==> config.mk <==
export PLATFORM = sky130hd
export DESIGN_NAME = ppei_top
export DESIGN_NICKNAME = d
export VERILOG_FILES = /design/src/logic/ppei_pkg.sv /design/src/logic/ppei_glitch_filter.sv /design/src/logic/ppei_pad_ctrl.sv /design/src/logic/ppei_top.sv
export VERILOG_INCLUDE_DIRS = /design/src /design/src/logic
export SDC_FILE = /design/constraint.sdc
export NUM_CORES = 1
export LEC_CHECK = 0
export BUFFER_PORTS_ARGS = -buffer_cell sky130_fd_sc_hd__clkbuf_2
export CORE_AREA = 2 2 219 221
export DETAILED_ROUTE_END_ITERATION = 16
export DIE_AREA = 0 0 221 223
export GPL_TIMING_DRIVEN = 0
export PLACE_DENSITY = 0.76
export SLEW_MARGIN = 10
export SYNTH_ARGS = -nofsm -noshare
export SYNTH_HDL_FRONTEND = slang
export SYNTH_SLANG_ARGS = --single-unit
==> constraint.sdc <==
create_clock -name clk -period 2.8 [get_ports clk]
set_clock_uncertainty 0.2 [all_clocks]
set_input_delay 0.56 -clock clk [delete_from_list [all_inputs] [get_ports clk]]
set_output_delay 0.56 -clock clk [all_outputs]
set_load 0.1 [all_outputs]
==> src/logic/ppei_params.svh <==
// Constants for the port pin edge interrupt block.
`ifndef PPEI_PARAMS_SVH
`define PPEI_PARAMS_SVH
`define PPEI_NPORT 6
`define PPEI_NIRQ 3
`define PPEI_PORT_T 0
`define PPEI_PORT_S 1
`define PPEI_PORT_M 2
`define PPEI_PORT_P 3
`define PPEI_PORT_H 4
`define PPEI_PORT_J 5
`define PPEI_IRQ_P 0
`define PPEI_IRQ_H 1
`define PPEI_IRQ_J 2
`define PPEI_FULL_MASK 8'hFF
`define PPEI_NONE_MASK 8'h00
`define PPEI_PORT_J_MASK 8'hC3
`define PPEI_RST_PULL_S 8'hFF
`define PPEI_RST_PULL_J 8'hC3
`define PPEI_FILT_SAMPLES 3'h4
`define PPEI_CNT_ONE 3'h1
`define PPEI_CNT_MAX 3'h5
`define PPEI_RC_DIV 4'h4
`define PPEI_RC_ONE 4'h1
`define PPEI_SCI_A_LSB 0
`define PPEI_SCI_B_LSB 2
`define PPEI_SPI_A_LSB 4
`define PPEI_SPI_A_ALT_LSB 2
`define PPEI_SPI_B_LSB 0
`define PPEI_PWM_IN_BIT 7
`define PPEI_SCL_BIT 7
`define PPEI_SDA_BIT 6
`endif

==> src/logic/ppei_pkg.sv <==
// Types shared by the port pin edge interrupt block.
`default_nettype none
package ppei_pkg;
   typedef enum logic [1:0] {mode_run, mode_wait, mode_stop} ppei_mode_e;
   typedef struct packed {
      logic [7:0] data;
      logic [7:0] dir;
      logic [7:0] rdrive;
      logic [7:0] pull_en;
      logic [7:0] polarity;
      logic [7:0] irq_en;
   } ppei_cfg_s;
   typedef struct packed {
      logic [7:0] own;
      logic [7:0] o;
      logic [7:0] oe;
      logic [7:0] od;
   } ppei_ovr_s;
   typedef struct packed {
      logic [7:0] o;
      logic [7:0] oe;
      logic [7:0] pu;
      logic [7:0] pd;
      logic [7:0] rd;
   } ppei_pad_s;
   typedef struct packed {
      logic [2:0] cnt;
      logic       last;
      logic       armed;
      logic       hit;
   } ppei_filt_s;
endpackage
`default_nettype wire

==> src/logic/ppei_glitch_filter.sv <==
// Per-pin glitch filter that reports qualified active edges.
`timescale 1ns/10ps
`default_nettype none
`include "ppei_params.svh"
module ppei_glitch_filter
(
   // Clock and reset
   input  wire logic clk,
   input  wire logic reset,
   // Sampling
   input  wire logic sample_en,
   input  wire logic level,
   input  wire logic polarity,
   // Result
   output logic      edge_o,
   output logic      busy
);
   import ppei_pkg::*;
   ppei_filt_s state_q;
   ppei_filt_s state_d;
   logic       act;

   assign act = ~(level ^ polarity);

   // Counts equal samples; arms on passive run, fires on active run.
   always_comb
   begin
      state_d = state_q;
      state_d.hit = 1'b0;
      if (sample_en)
      begin
         if (act != state_q.last)
         begin
            state_d.last = act;
            state_d.cnt = `PPEI_CNT_ONE;
         end
         else if (state_q.cnt != `PPEI_CNT_MAX)
         begin
            state_d.cnt = state_q.cnt + `PPEI_CNT_ONE;
         end
         if (!act && state_d.cnt >= `PPEI_FILT_SAMPLES)
         begin
            state_d.armed = 1'b1;
         end
         if (act && state_q.armed && state_d.cnt >= `PPEI_FILT_SAMPLES)
         begin
            state_d.hit = 1'b1;
            state_d.armed = 1'b0;
         end
      end
   end

   always_ff @(posedge clk)
   begin
      if (reset)
         state_q <= '0;
      else
         state_q <= state_d;
   end

   assign edge_o = state_q.hit;
   // A level that differs from the last sample, or a run of four samples or fewer, counts as busy; a settled pin lets the oscillator stop.
   assign busy = (state_q.cnt <= `PPEI_FILT_SAMPLES) || (act != state_q.last);

   AST_FILT_FOUR_ACTIVE: assert property (@(posedge clk) disable iff (reset)
      edge_o && $past(sample_en, 1) && $past(sample_en, 2) && $past(sample_en, 3)
      && $past(sample_en, 4) |-> $past(act, 1) && $past(act, 2) && $past(act, 3)
      && $past(act, 4))
      else $error("Edge reported without four active samples.");
   AST_FILT_ARMED: assert property (@(posedge clk) disable iff (reset)
      edge_o |-> $past(state_q.armed) && !state_q.armed)
      else $error("Edge reported without a prior passive run.");
endmodule
`default_nettype wire

==> src/logic/ppei_pad_ctrl.sv <==
// Pin driver, pull and read-back control for one 8-pin port.
`timescale 1ns/10ps
`default_nettype none
`include "ppei_params.svh"
module ppei_pad_ctrl
#(
   parameter logic [7:0] IMPL = `PPEI_FULL_MASK
)
(
   // Configuration and peripheral override
   input  wire ppei_pkg::ppei_cfg_s cfg,
   input  wire ppei_pkg::ppei_ovr_s ovr,
   input  wire logic [7:0]          level,
   // Pad controls and read-back
   output ppei_pkg::ppei_pad_s      pad,
   output logic [7:0]               rd_io
);
   import ppei_pkg::*;
   logic [7:0] oe;
   logic [7:0] od;
   logic [7:0] pp_out;

   // A peripheral that owns a pin overrides the direction bit.
   assign od = ovr.own & ovr.od;
   assign oe = (ovr.own & ~od & ovr.oe) | (od & ~ovr.o) | (~ovr.own & cfg.dir);
   assign pp_out = oe & ~od;

   always_comb
   begin
      pad.o = IMPL & ((ovr.own & ~od & ovr.o) | (~ovr.own & cfg.data));
      pad.oe = IMPL & oe;
      pad.pu = IMPL & cfg.pull_en & ~cfg.polarity & ~pp_out;
      pad.pd = IMPL & cfg.pull_en & cfg.polarity & ~oe & ~od;
      pad.rd = IMPL & cfg.rdrive & oe;
   end

   assign rd_io = IMPL & ((cfg.dir & cfg.data) | (~cfg.dir & level));
endmodule
`default_nettype wire

==> src/logic/ppei_top.sv <==
// Port integration logic with filtered pin edge interrupts.
`timescale 1ns/10ps
`default_nettype none
`include "ppei_params.svh"
module ppei_top
(
   // Clock and reset
   input  wire logic                                 clk,
   input  wire logic                                 reset,
   // Power mode
   input  wire ppei_pkg::ppei_mode_e                 mode,
   // Port configuration writes
   input  wire logic [`PPEI_NPORT-1:0]               cfg_wr,
   input  wire ppei_pkg::ppei_cfg_s                  cfg_wdata,
   input  wire logic [`PPEI_NIRQ-1:0][7:0]           flag_clr,
   // Routing
   input  wire logic                                 route_spi_a,
   input  wire logic                                 route_spi_b,
   // Capture timer and async serial units
   input  wire logic [7:0]                           timer_en,
   input  wire logic [7:0]                           timer_out,
   input  wire logic                                 sci_a_en,
   input  wire logic                                 sci_b_en,
   input  wire logic [3:0]                           sci_out,
   input  wire logic [3:0]                           sci_oe,
   // Serial-peripheral units
   input  wire logic                                 spi_a_en,
   input  wire logic [3:0]                           spi_a_out,
   input  wire logic [3:0]                           spi_a_oe,
   input  wire logic                                 spi_b_en,
   input  wire logic [3:0]                           spi_b_out,
   input  wire logic [3:0]                           spi_b_oe,
   // Modulator and two-wire controller
   input  wire logic                                 pwm_en,
   input  wire logic                                 pwm7_input,
   input  wire logic [7:0]                           pwm_out,
   input  wire logic                                 i2c_en,
   input  wire logic                                 i2c_scl_o,
   input  wire logic                                 i2c_sda_o,
   // Pins
   input  wire logic [`PPEI_NPORT-1:0][7:0]          pin_i,
   output ppei_pkg::ppei_pad_s [`PPEI_NPORT-1:0]     pad,
   // Read-back and peripheral inputs
   output logic [`PPEI_NPORT-1:0][7:0]               io_read,
   output logic [`PPEI_NPORT-1:0][7:0]               pin_level,
   output logic [3:0]                                spi_a_in,
   output logic [3:0]                                spi_b_in,
   // Interrupts and wake-up
   output logic [`PPEI_NIRQ-1:0][7:0]                flags,
   output logic [`PPEI_NIRQ-1:0]                     irq,
   output logic                                      wake,
   output logic                                      rc_osc_run
);
   import ppei_pkg::*;

   typedef struct packed {
      ppei_cfg_s [`PPEI_NPORT-1:0]   cfg;
      logic [`PPEI_NPORT-1:0][7:0]   sync1;
      logic [`PPEI_NPORT-1:0][7:0]   sync2;
      logic [`PPEI_NIRQ-1:0][7:0]    flag;
      logic [3:0]                    rc_cnt;
      logic                          rc_tick;
   } ppei_state_s;

   localparam logic [`PPEI_NIRQ-1:0][7:0] IRQ_IMPL =
      {`PPEI_PORT_J_MASK, `PPEI_FULL_MASK, `PPEI_FULL_MASK};
   localparam int IRQ_PORT [`PPEI_NIRQ] = '{`PPEI_PORT_P, `PPEI_PORT_H, `PPEI_PORT_J};

   ppei_state_s                        state_q;
   ppei_state_s                        state_d;
   ppei_ovr_s [`PPEI_NPORT-1:0]        ovr;
   logic [`PPEI_NIRQ-1:0][7:0]         edge_hit;
   logic [`PPEI_NIRQ-1:0][7:0]         busy;
   logic [`PPEI_NIRQ-1:0][7:0]         waiting;
   logic                               sample_en;

   // Peripheral ownership of pins, per port.
   always_comb
   begin
      ovr = '0;
      ovr[`PPEI_PORT_T].own = timer_en;
      ovr[`PPEI_PORT_T].o = timer_out;
      ovr[`PPEI_PORT_T].oe = timer_en;
      if (sci_a_en)
      begin
         ovr[`PPEI_PORT_S].own[`PPEI_SCI_A_LSB +: 2] = 2'h3;
         ovr[`PPEI_PORT_S].o[`PPEI_SCI_A_LSB +: 2] = sci_out[1:0];
         ovr[`PPEI_PORT_S].oe[`PPEI_SCI_A_LSB +: 2] = sci_oe[1:0];
      end
      if (sci_b_en)
      begin
         ovr[`PPEI_PORT_S].own[`PPEI_SCI_B_LSB +: 2] = 2'h3;
         ovr[`PPEI_PORT_S].o[`PPEI_SCI_B_LSB +: 2] = sci_out[3:2];
         ovr[`PPEI_PORT_S].oe[`PPEI_SCI_B_LSB +: 2] = sci_oe[3:2];
      end
      if (spi_a_en && !route_spi_a)
      begin
         ovr[`PPEI_PORT_S].own[`PPEI_SPI_A_LSB +: 4] = 4'hF;
         ovr[`PPEI_PORT_S].o[`PPEI_SPI_A_LSB +: 4] = spi_a_out;
         ovr[`PPEI_PORT_S].oe[`PPEI_SPI_A_LSB +: 4] = spi_a_oe;
      end
      if (spi_a_en && route_spi_a)
      begin
         ovr[`PPEI_PORT_M].own[`PPEI_SPI_A_ALT_LSB +: 4] = 4'hF;
         ovr[`PPEI_PORT_M].o[`PPEI_SPI_A_ALT_LSB +: 4] = spi_a_out;
         ovr[`PPEI_PORT_M].oe[`PPEI_SPI_A_ALT_LSB +: 4] = spi_a_oe;
      end
      if (pwm_en)
      begin
         ovr[`PPEI_PORT_P].own = `PPEI_FULL_MASK;
         ovr[`PPEI_PORT_P].o = pwm_out;
         ovr[`PPEI_PORT_P].oe = `PPEI_FULL_MASK;
         ovr[`PPEI_PORT_P].oe[`PPEI_PWM_IN_BIT] = !pwm7_input;
      end
      else if (spi_b_en && !route_spi_b)
      begin
         ovr[`PPEI_PORT_P].own[`PPEI_SPI_B_LSB +: 4] = 4'hF;
         ovr[`PPEI_PORT_P].o[`PPEI_SPI_B_LSB +: 4] = spi_b_out;
         ovr[`PPEI_PORT_P].oe[`PPEI_SPI_B_LSB +: 4] = spi_b_oe;
      end
      if (spi_b_en && route_spi_b)
      begin
         ovr[`PPEI_PORT_H].own[`PPEI_SPI_B_LSB +: 4] = 4'hF;
         ovr[`PPEI_PORT_H].o[`PPEI_SPI_B_LSB +: 4] = spi_b_out;
         ovr[`PPEI_PORT_H].oe[`PPEI_SPI_B_LSB +: 4] = spi_b_oe;
      end
      if (i2c_en)
      begin
         ovr[`PPEI_PORT_J].own[`PPEI_SCL_BIT] = 1'b1;
         ovr[`PPEI_PORT_J].own[`PPEI_SDA_BIT] = 1'b1;
         ovr[`PPEI_PORT_J].od[`PPEI_SCL_BIT] = 1'b1;
         ovr[`PPEI_PORT_J].od[`PPEI_SDA_BIT] = 1'b1;
         ovr[`PPEI_PORT_J].o[`PPEI_SCL_BIT] = i2c_scl_o;
         ovr[`PPEI_PORT_J].o[`PPEI_SDA_BIT] = i2c_sda_o;
      end
   end

   // Pad control for each port; only the implemented pins of the two-wire port.
   genvar gp;
   generate
      for (gp = 0; gp < `PPEI_NPORT; gp++)
      begin : g_pad
         ppei_pad_ctrl
         #(
            .IMPL  ((gp == `PPEI_PORT_J) ? `PPEI_PORT_J_MASK : `PPEI_FULL_MASK)
         )
         u_pad
         (
            .cfg   (state_q.cfg[gp]),
            .ovr   (ovr[gp]),
            .level (state_q.sync2[gp]),
            .pad   (pad[gp]),
            .rd_io (io_read[gp])
         );
      end
   endgenerate

   // Filters run every bus clock outside stop, and on the oscillator tick in stop.
   assign sample_en = (mode != mode_stop) || state_q.rc_tick;

   genvar gk;
   genvar gb;
   generate
      for (gk = 0; gk < `PPEI_NIRQ; gk++)
      begin : g_irq
         for (gb = 0; gb < 8; gb++)
         begin : g_bit
            if (IRQ_IMPL[gk][gb])
            begin : g_filt
               ppei_glitch_filter u_filt
               (
                  .clk       (clk),
                  .reset     (reset),
                  .sample_en (sample_en),
                  .level     (state_q.sync2[IRQ_PORT[gk]][gb]),
                  .polarity  (state_q.cfg[IRQ_PORT[gk]].polarity[gb]),
                  .edge_o    (edge_hit[gk][gb]),
                  .busy      (busy[gk][gb])
               );
            end
            else
            begin : g_none
               assign edge_hit[gk][gb] = 1'b0;
               assign busy[gk][gb] = 1'b0;
            end
         end
         assign waiting[gk] = busy[gk] & state_q.cfg[IRQ_PORT[gk]].irq_en & ~state_q.flag[gk];
         assign irq[gk] = |(state_q.flag[gk] & state_q.cfg[IRQ_PORT[gk]].irq_en);
      end
   endgenerate

   assign rc_osc_run = (mode == mode_stop) && (|waiting);

   // Next state: synchronisers, configuration, flags and the stop-mode oscillator.
   always_comb
   begin
      state_d = state_q;
      state_d.sync1 = pin_i;
      state_d.sync2 = state_q.sync1;
      for (int p = 0; p < `PPEI_NPORT; p++)
      begin
         if (cfg_wr[p])
         begin
            state_d.cfg[p] = cfg_wdata;
         end
      end
      for (int k = 0; k < `PPEI_NIRQ; k++)
      begin
         state_d.flag[k] = IRQ_IMPL[k] & ((state_q.flag[k] & ~flag_clr[k]) | edge_hit[k]);
      end
      state_d.rc_tick = 1'b0;
      if (rc_osc_run)
      begin
         if (state_q.rc_cnt == `PPEI_RC_DIV - `PPEI_RC_ONE)
         begin
            state_d.rc_cnt = '0;
            state_d.rc_tick = 1'b1;
         end
         else
         begin
            state_d.rc_cnt = state_q.rc_cnt + `PPEI_RC_ONE;
         end
      end
      else
      begin
         state_d.rc_cnt = '0;
      end
   end

   // Reset leaves all ports as inputs, interrupts off, pulls per port.
   always_ff @(posedge clk)
   begin
      if (reset)
      begin
         state_q <= '0;
         state_q.cfg[`PPEI_PORT_S].pull_en <= `PPEI_RST_PULL_S;
         state_q.cfg[`PPEI_PORT_J].pull_en <= `PPEI_RST_PULL_J;
      end
      else
      begin
         state_q <= state_d;
      end
   end

   assign pin_level = state_q.sync2;
   assign flags = state_q.flag;
   assign wake = (|irq) && (mode != mode_run);
   assign spi_a_in = route_spi_a ? state_q.sync2[`PPEI_PORT_M][`PPEI_SPI_A_ALT_LSB +: 4]
                                 : state_q.sync2[`PPEI_PORT_S][`PPEI_SPI_A_LSB +: 4];
   assign spi_b_in = route_spi_b ? state_q.sync2[`PPEI_PORT_H][`PPEI_SPI_B_LSB +: 4]
                                 : state_q.sync2[`PPEI_PORT_P][`PPEI_SPI_B_LSB +: 4];

   AST_RST_SCI_PULLUP: assert property (@(posedge clk) disable iff (reset)
      $fell(reset) && !sci_a_en && !sci_b_en && !spi_a_en
      |-> pad[`PPEI_PORT_S].oe == '0 && pad[`PPEI_PORT_S].pu == `PPEI_FULL_MASK)
      else $error("Serial-comm port not pulled-up input after reset.");
   AST_RST_SPI_HIZ: assert property (@(posedge clk) disable iff (reset)
      $fell(reset) && !spi_a_en |-> pad[`PPEI_PORT_M].oe == '0
      && pad[`PPEI_PORT_M].pu == '0 && pad[`PPEI_PORT_M].pd == '0)
      else $error("Serial-peripheral port not floating after reset.");
   AST_RST_MOD_HIZ: assert property (@(posedge clk) disable iff (reset)
      $fell(reset) && !pwm_en && !spi_b_en |-> pad[`PPEI_PORT_P].oe == '0
      && pad[`PPEI_PORT_P].pu == '0 && pad[`PPEI_PORT_P].pd == '0)
      else $error("Modulator port not floating after reset.");
   AST_RST_SECOND_HIZ: assert property (@(posedge clk) disable iff (reset)
      $fell(reset) && !spi_b_en |-> pad[`PPEI_PORT_H].oe == '0
      && pad[`PPEI_PORT_H].pu == '0 && pad[`PPEI_PORT_H].pd == '0)
      else $error("Second port not floating after reset.");
   AST_RST_TWOWIRE: assert property (@(posedge clk) disable iff (reset)
      $fell(reset) && !i2c_en |-> pad[`PPEI_PORT_J].oe == '0
      && pad[`PPEI_PORT_J].pu == `PPEI_PORT_J_MASK)
      else $error("Two-wire port not pulled-up input after reset.");
   AST_PWM_OUTPUTS: assert property (@(posedge clk) disable iff (reset)
      pwm_en && !pwm7_input |-> pad[`PPEI_PORT_P].oe == `PPEI_FULL_MASK
      && pad[`PPEI_PORT_P].o == pwm_out)
      else $error("Modulator enabled but port not driving its channels.");
   AST_UNIT_B_PINS: assert property (@(posedge clk) disable iff (reset)
      !pwm_en && spi_b_en && !route_spi_b
      |-> pad[`PPEI_PORT_P].oe[`PPEI_SPI_B_LSB +: 4] == spi_b_oe)
      else $error("Unit b does not control shared modulator pins.");
   AST_ROUTE_A: assert property (@(posedge clk) disable iff (reset)
      spi_a_en && route_spi_a && !sci_a_en && !sci_b_en
      |-> pad[`PPEI_PORT_M].oe[`PPEI_SPI_A_ALT_LSB +: 4] == spi_a_oe
      && pad[`PPEI_PORT_S].oe == state_q.cfg[`PPEI_PORT_S].dir)
      else $error("Routed unit a not on alternate pins.");
   AST_I2C_OPEN_DRAIN: assert property (@(posedge clk) disable iff (reset)
      i2c_en && i2c_scl_o |-> !pad[`PPEI_PORT_J].oe[`PPEI_SCL_BIT])
      else $error("Two-wire clock pin driven high.");
   AST_FLAG_SET: assert property (@(posedge clk) disable iff (reset)
      (|edge_hit) |=> (flags & $past(edge_hit)) == $past(edge_hit))
      else $error("Active edge did not set its flag.");
   AST_FLAG_HOLD: assert property (@(posedge clk) disable iff (reset)
      !(|edge_hit) && !(|flag_clr) |=> flags == $past(flags))
      else $error("Flag changed without edge or clear.");
   AST_FLAG_CLEAR: assert property (@(posedge clk) disable iff (reset)
      !(|edge_hit) && flag_clr == flags |=> flags == '0)
      else $error("Writing one did not clear the flag.");
   AST_IRQ_RAISE: assert property (@(posedge clk) disable iff (reset)
      edge_hit[`PPEI_IRQ_P] != '0 && !cfg_wr[`PPEI_PORT_P]
      && (edge_hit[`PPEI_IRQ_P] & state_q.cfg[`PPEI_PORT_P].irq_en) != '0
      && flag_clr[`PPEI_IRQ_P] == '0 |=> irq[`PPEI_IRQ_P])
      else $error("Enabled edge did not raise the port request.");
   AST_WAKE: assert property (@(posedge clk) disable iff (reset)
      (|irq) && mode == mode_stop |-> wake)
      else $error("Pending interrupt did not wake from stop.");
   AST_RC_ONLY_STOP: assert property (@(posedge clk) disable iff (reset)
      mode != mode_stop |-> !rc_osc_run && (!state_q.rc_tick || $past(mode) == mode_stop))
      else $error("Stop oscillator running outside stop.");
endmodule
`default_nettype wire

# [After elaboration in Yosys (flattened, before gate mapping)]
# Cells that the tools add are included.
[word_totals] out_inout_bits=373 in_bits=189 register_bits=509 wordCells=701
[op_classes] bitwise_logic=178 add_sub_neg=21 reduce_logical=159 n_lt_le_gt_ge=40 muxes=129 n_eq_ne=43
[op_table] op="$and 8x8->8" count=78
[op_table] op="$not 8->8" count=31
[op_table] op="$mux 3" count=60
[op_table] op="$or 8x8->8" count=21
[op_table] op="$mux 4" count=20
[op_table] op="$reduce_and 2->1" count=40
[op_table] op="$logic_and 1x1->1" count=66
[op_table] op="$add 3x1->3 const B" count=20
[op_table] op="$ge 3x3->1 const B" count=20
[op_table] op="$le 3x3->1 const B" count=20
[op_table] op="$ne 3x3->1 const B" count=20
[op_table] op="$mux 2" count=28
[op_table] op="$reduce_or 24->1" count=2
[op_table] op="$reduce_bool 2->1" count=21
[op_table] op="$reduce_or 8->1" count=3
[op_table] op="$not 1->1" count=22
[op_table] op="$logic_or 1x1->1" count=21
[op_table] op="$mux 1" count=21
[op_table] op="$ne 1x1->1" count=20
[op_table] op="$xor 1x1->1" count=20
[op_table] op="$and 6x6->6" count=2
[op_table] op="$and 4x4->4" count=2
[op_table] op="$not 4->8" count=1
[op_table] op="$not 6->8" count=1
[op_table] op="7 further kinds" count=10

# [Longest topological paths before layout]
[depth] ltp_word=10 ltp_mapped=7 mapped_depth_nobuf=7

# [By module]
# A second synthesis with hierarchy kept.
[unflattened] hier_cells=2762 area_unflattened_um2=27234.9
[modules_own_cells] module="ppei_top" area_each_um2=14818.0 seq_area_each_um2=8187.9 cells_per_inst=1434 n_inst=1
[modules_own_cells] module="ppei_glitch_filter at g_irq[0].g_bit[0].g_filt.u_filt ..." area_each_um2=332.8 seq_area_each_um2=120.1 cells_per_inst=34 n_inst=19
[modules_own_cells] module="ppei_pad_ctrl at g_pad[0].u_pad ..." area_each_um2=1011.0 seq_area_each_um2=0.0 cells_per_inst=113 n_inst=5
[modules_own_cells] module="ppei_pad_ctrl at g_pad[5].u_pad" area_each_um2=695.7 seq_area_each_um2=0.0 cells_per_inst=81 n_inst=1
[modules_own_cells] module="ppei_glitch_filter at g_irq[2].g_bit[7].g_filt.u_filt" area_each_um2=342.8 seq_area_each_um2=120.1 cells_per_inst=36 n_inst=1

# [Worst setup path before layout]
# OpenSTA, ideal clock, no wires.
[synth_path] path_type="input to output" startpoint="in route_spi_b" endpoint="out pad[152] (netlist name)" required_ns=2.040 setup_slack_ns=-1.270 cell_stages=5 arrival_ns=3.310 n_path_buf=2 cell_sequence="clkbuf_1 nor2b_1 buf_2 mux2i_1 o21ai_0"
[synth_lines] element="start, declared" line="ppei_top.sv:18" rtl="input wire logic route_spi_b,"
[synth_lines] element="end, declared" line="ppei_top.sv:42" rtl="output ppei_pkg::ppei_pad_s [`PPEI_NPORT-1:0] pad,"

# [Worst setup path after layout]
[layout_path] startpoint="reg, netlist name state_q[277]" endpoint="out rc_osc_run"
[layout_via] elab_chain_cells=8
[layout_lines] element="$xor 1x1->1" line="ppei_glitch_filter.sv:23" rtl="assign act = ~(level ^ polarity);"
[layout_lines] element="$not 1->1" line="ppei_glitch_filter.sv:23"
[layout_lines] element="$ne 1x1->1" line="ppei_glitch_filter.sv:63" rtl="assign busy = (state_q.cnt <= `PPEI_FILT_SAMPLES) || (act != state_q.last);"
[layout_lines] element="$logic_or 1x1->1" line="ppei_glitch_filter.sv:63"
[layout_lines] element="$and 8x8->8 (2 in series)" line="ppei_top.sv:187" rtl="assign waiting[gk] = busy[gk] & state_q.cfg[IRQ_PORT[gk]].irq_en & ~state_q.flag[gk];"
[layout_lines] element="$reduce_or 24->1" line="ppei_top.sv:192" rtl="assign rc_osc_run = (mode == mode_stop) && (|waiting);"
[layout_lines] element="$logic_and 1x1->1" line="ppei_top.sv:192"
[layout_lines] element="end, declared" line="ppei_top.sv:52" rtl="output logic rc_osc_run"
# Every way passes these cells.

==> run_summary.xml <==
<?xml version="1.0" encoding="UTF-8"?>
<metrics>
  <group name="layout">
    <metric name="post_route_cells_drive_above_1_share" unit="%">34.1</metric>
    <metric name="final_area" unit="mm^2">0.0288</metric>
    <metric name="area_delta_synth_final" unit="%">32.4</metric>
    <metric name="n_fill_cell" unit="">3899</metric>
    <metric name="num-nets-final" unit="">3223</metric>
  </group>
  <group name="worst_setup_path">
    <metric name="critical_path.startpoint_type" unit="">flop</metric>
    <metric name="worst_r2r_endpoint" unit="">g_irq[2].g_bit[0].g_filt.u_filt.state_q[3]</metric>
    <metric name="crit_chain" unit="">xnor3_1, o311ai_0, nand4_1, nor3_4, a21oi_4, clkbuf_16</metric>
    <metric name="critical_path_arrival" unit="ps">2610</metric>
    <metric name="worst-r2r-cell-count" unit="">6</metric>
    <metric name="timing.critical_path.slowest_stage_cell" unit="">sky130_fd_sc_hd__dfxtp_4</metric>
    <metric name="critPathMaxStageDelay" unit="ps">430</metric>
    <metric name="worst_r2r_startpoint" unit="">state_q[0]</metric>
    <metric name="required" unit="ps">2040</metric>
    <metric name="cp-end-kind" unit="">output port</metric>
    <metric name="critical_path_class" unit="">reg2out</metric>
    <metric name="crit_path_max_fanout" unit="">5</metric>
    <metric name="rrSetupSlack" unit="ps">120</metric>
  </group>
  <group name="timing">
    <metric name="timing_worst_slew_pin_value" unit="ps">1080</metric>
    <metric name="fmax" unit="GHz">0.297</metric>
    <metric name="layout_worst_path_cycle_share" unit="%">120</metric>
    <metric name="fin_hold_ws" unit="ps">21.8</metric>
    <metric name="max_slew_violation_count" unit="">0</metric>
    <metric name="setup_ws_post_layout" unit="ps">-568</metric>
    <metric name="maxSlewHeadroom" unit="%">28.2</metric>
    <metric name="final_period_minus_worst_setup_slack" unit="ps">3370</metric>
    <metric name="setup_viol" unit="">1</metric>
    <metric name="setup_tns" unit="ps">-568</metric>
    <metric name="report.final.hold_viol_count" unit="">0</metric>
    <metric name="rsz_0062_raised_after_global_routing" unit="">true</metric>
  </group>
  <group name="power_and_ir_drop">
    <metric name="p_total" unit="W">0.0194</metric>
    <metric name="worst_ir_drop_vdd" unit="uV">468</metric>
    <metric name="power.density" unit="mW/mm^2">673</metric>
    <metric name="leakage" unit="nW">13.8</metric>
  </group>
  <group name="cts">
    <metric name="clock_tree.htree_level_count" unit="">2</metric>
    <metric name="cts_root_buf" unit="">sky130_fd_sc_hd__clkbuf_16</metric>
    <metric name="insertion_delay" unit="ps">600</metric>
    <metric name="cts_inserted_buffers" unit="">51</metric>
    <metric name="cts.clk_slew.worst_paths" unit="ps">60</metric>
    <metric name="tritoncts" unit="">yes</metric>
    <metric name="max-clock-path-buffers" unit="">3</metric>
    <metric name="clkSinkCount" unit="">481</metric>
  </group>
  <group name="die">
    <metric name="core_region_area" unit="mm^2">0.0471</metric>
    <metric name="placement_rows" unit="">80</metric>
    <metric name="initial_core_util" unit="%">46.2</metric>
    <metric name="die_w" unit="um">221</metric>
    <metric name="floorplan.die.height" unit="um">223</metric>
    <metric name="die_area" unit="mm^2">0.0493</metric>
    <metric name="ioPinCount" unit="">562</metric>
  </group>
  <group name="yosys">
    <metric name="most_common_cell_in_the_netlist" unit="">sky130_fd_sc_hd__dfxtp_1</metric>
    <metric name="synth_flop_cell" unit="">sky130_fd_sc_hd__dfxtp_1</metric>
    <metric name="sequential_to_total_area_share_from_yosys_stat" unit="%">44.2</metric>
    <metric name="synthTopCellsByCount" unit="">481 x sky130_fd_sc_hd__dfxtp_1, 406 x sky130_fd_sc_hd__nor2_1, 264 x sky130_fd_sc_hd__mux2i_1</metric>
    <metric name="async_flop_share" unit="%">0</metric>
    <metric name="syn-mean-instance-area" unit="um^2">9.44</metric>
    <metric name="synthesis.instances" unit="">2307</metric>
    <metric name="synth_area" unit="mm^2">0.0218</metric>
    <metric name="cell_types_occupying_the_most_area_after_synthesis" unit="">sky130_fd_sc_hd__dfxtp_1 44%, sky130_fd_sc_hd__mux2i_1 12%, sky130_fd_sc_hd__nor2_1 7.0%</metric>
    <metric name="synth-seq-cells" unit="">481</metric>
    <metric name="synth_warnings" unit="">0</metric>
    <metric name="synth.lib_cells_used.distinct" unit="">58</metric>
    <metric name="yosys.area.top_type" unit="">sky130_fd_sc_hd__dfxtp_1</metric>
    <metric name="edff_count_synth" unit="">0</metric>
    <metric name="netlist.area_leader.share" unit="%">44.2</metric>
  </group>
  <group name="min_path">
    <metric name="timing.hold.worst_endpoint" unit="">state_d[67]</metric>
    <metric name="hold_start" unit="">pin_i[38]</metric>
    <metric name="number_of_instances_on_the_worst_hold_path" unit="">2</metric>
    <metric name="min_delay_path_class" unit="">in2reg</metric>
  </group>
  <group name="placed_design">
    <metric name="gp_routability_congestion" unit="">0.969</metric>
    <metric name="port_buffers" unit="">522</metric>
    <metric name="placed_area" unit="mm^2">0.0257</metric>
    <metric name="hpwlAfterDp" unit="mm">65.6</metric>
  </group>
  <group name="detailed_routing">
    <metric name="drt_pass1_iterations" unit="">6</metric>
    <metric name="remaining_drc_errors" unit="">0</metric>
    <metric name="top_layer" unit="">met4</metric>
    <metric name="drtIter0Drc" unit="">1737</metric>
    <metric name="route.detailed.vias_per_inst" unit="">5.46</metric>
    <metric name="via_count" unit="">19833</metric>
    <metric name="met3_length" unit="mm">7.62</metric>
    <metric name="wl_met2" unit="mm">40.4</metric>
    <metric name="route.layer.met1.wl" unit="mm">35.0</metric>
    <metric name="wl" unit="mm">86.9</metric>
    <metric name="final_antenna_net_count" unit="">0</metric>
    <metric name="avgRoutedWirePerCell" unit="um">24.0</metric>
  </group>
  <group name="global_route">
    <metric name="track_usage" unit="%">34.0</metric>
    <metric name="grt_pass1_wl" unit="mm">125</metric>
    <metric name="antenna_violations_before_repair" unit="">4</metric>
    <metric name="grt-ovfl-total" unit="">0</metric>
    <metric name="grt_max_degree" unit="">15</metric>
    <metric name="grt_pass1_vias" unit="">19297</metric>
  </group>
  <group name="flow_run">
    <metric name="cap_viol_max_count" unit="">0</metric>
  </group>
  <group name="status">
    <metric name="violations" unit="">negative setup slack</metric>
    <metric name="status" unit="">finished with violations</metric>
  </group>
</metrics>
worst max-delay path: cells and delay by family, from the launching register on:
family	cells	cell delay, ps
AND/OR/NAND/NOR	2	500
XOR/XNOR	1	390
AO/OA/AOI/OAI	2	470
flip-flops	1	430
buffers and inverters	1	200
layout make-up:
class | instances | area (um^2) | area share, %
antenna | 1 | 2.50 | 0.00868
tap | 615 | 769 | 2.67
sequential | 481 | 9690 | 33.6
multi-input combinational | 1504 | 11300 | 39.2
clock inverter | 22 | 277 | 0.960
inverter | 130 | 492 | 1.71
buffer | 219 | 1300 | 4.52
timing repair buffer | 586 | 3470 | 12.0
clock buffer | 72 | 1520 | 5.27
routing by layer:
layer / vias up / track usage, %
met3: 207 / 5.49
li1: 8879 / -
met1: 9680 / 44.2
met5: - / 0
met4: 0 / 14.6
met2: 1067 / 55.9
worst max-delay path by stage:
stage               slack, ps     startpoint  cells past startpoint         end
global route             -620   state_q[327]                      7  rc_osc_run
global placement        -1040    route_spi_b                      6    pad[178]
detailed placement      -1120    route_spi_b                      6    pad[178]
floorplan                -480    route_spi_b                      5    pad[152]
finish                   -570   state_q[277]                      6  rc_osc_run
CTS                      -550  pin_level[34]                      7  rc_osc_run
registers in the layout, indices dropped and copies added (netlist names):
name                               cells
state_d                               48
flags                                 20
state_q                              245
pin_level                             48
g_irq.g_bit.g_filt.u_filt.state_q    100
g_irq.g_bit.g_filt.u_filt.edge_o      20
report_power, final:
part / leakage [nW] / switching (W) / internal [W]
clock network: 0.889 / 0.00295 / 0.00433
registers: 3.98 / 0.000378 / 0.00721
logic: 8.96 / 0.00335 / 0.00119
total: 13.8 / 0.00667 / 0.0127
per-stage QoR:
stage / util, % / cells / worst slack [ps]
after floorplan: - / 2334 / -480
after global placement: 54.5 / 3471 / -1040
after detailed placement: 54.5 / 3471 / -1120
after CTS: 60.9 / 3629 / -553
after global routing: 61.1 / 3630 / -616
final: 61.1 / 3630 / -568
logic make-up after synthesis:
| kind of cell | synth area share, % |
|---|---|
| other cells | 0.0172 |
| mux | 16.3 |
| flops | 44.2 |
| simple gates | 18.7 |
| fa+ha+maj | 3.51 |
| compound gates | 6.22 |
| buf+inv | 8.06 |
| xor+xnor | 2.93 |
placed cells by master (no fill, tap or decap), types with 28 or more instances in the layout:
master,netlist,layout
sky130_fd_sc_hd__inv_1,130,129
sky130_fd_sc_hd__nand2_1,99,95
sky130_fd_sc_hd__clkbuf_16,0,56
sky130_fd_sc_hd__a22oi_1,33,30
sky130_fd_sc_hd__nor2_1,406,380
sky130_fd_sc_hd__a21oi_1,70,67
sky130_fd_sc_hd__mux2_2,81,81
sky130_fd_sc_hd__clkbuf_2,0,467
sky130_fd_sc_hd__nor2b_1,151,126
sky130_fd_sc_hd__dlygate4sd3_1,0,45
sky130_fd_sc_hd__buf_4,116,137
sky130_fd_sc_hd__clkbuf_1,83,84
sky130_fd_sc_hd__ha_1,61,61
sky130_fd_sc_hd__clkbuf_4,0,33
sky130_fd_sc_hd__dfxtp_1,481,445
sky130_fd_sc_hd__mux2i_1,264,250
sky130_fd_sc_hd__dfxtp_2,0,31
sky130_fd_sc_hd__conb_1,1,28
repair_timing:
action | CTS | global route
endpoints found under the setup margin | 163 | 71
buffers inserted | 19 | 0
hold buffers | 45 | 0
resized for setup | 173 | 60
pin swaps | 14 | 7
endpoints found under the hold margin | 45 | 0
Power figures use the tool's default switching activity.
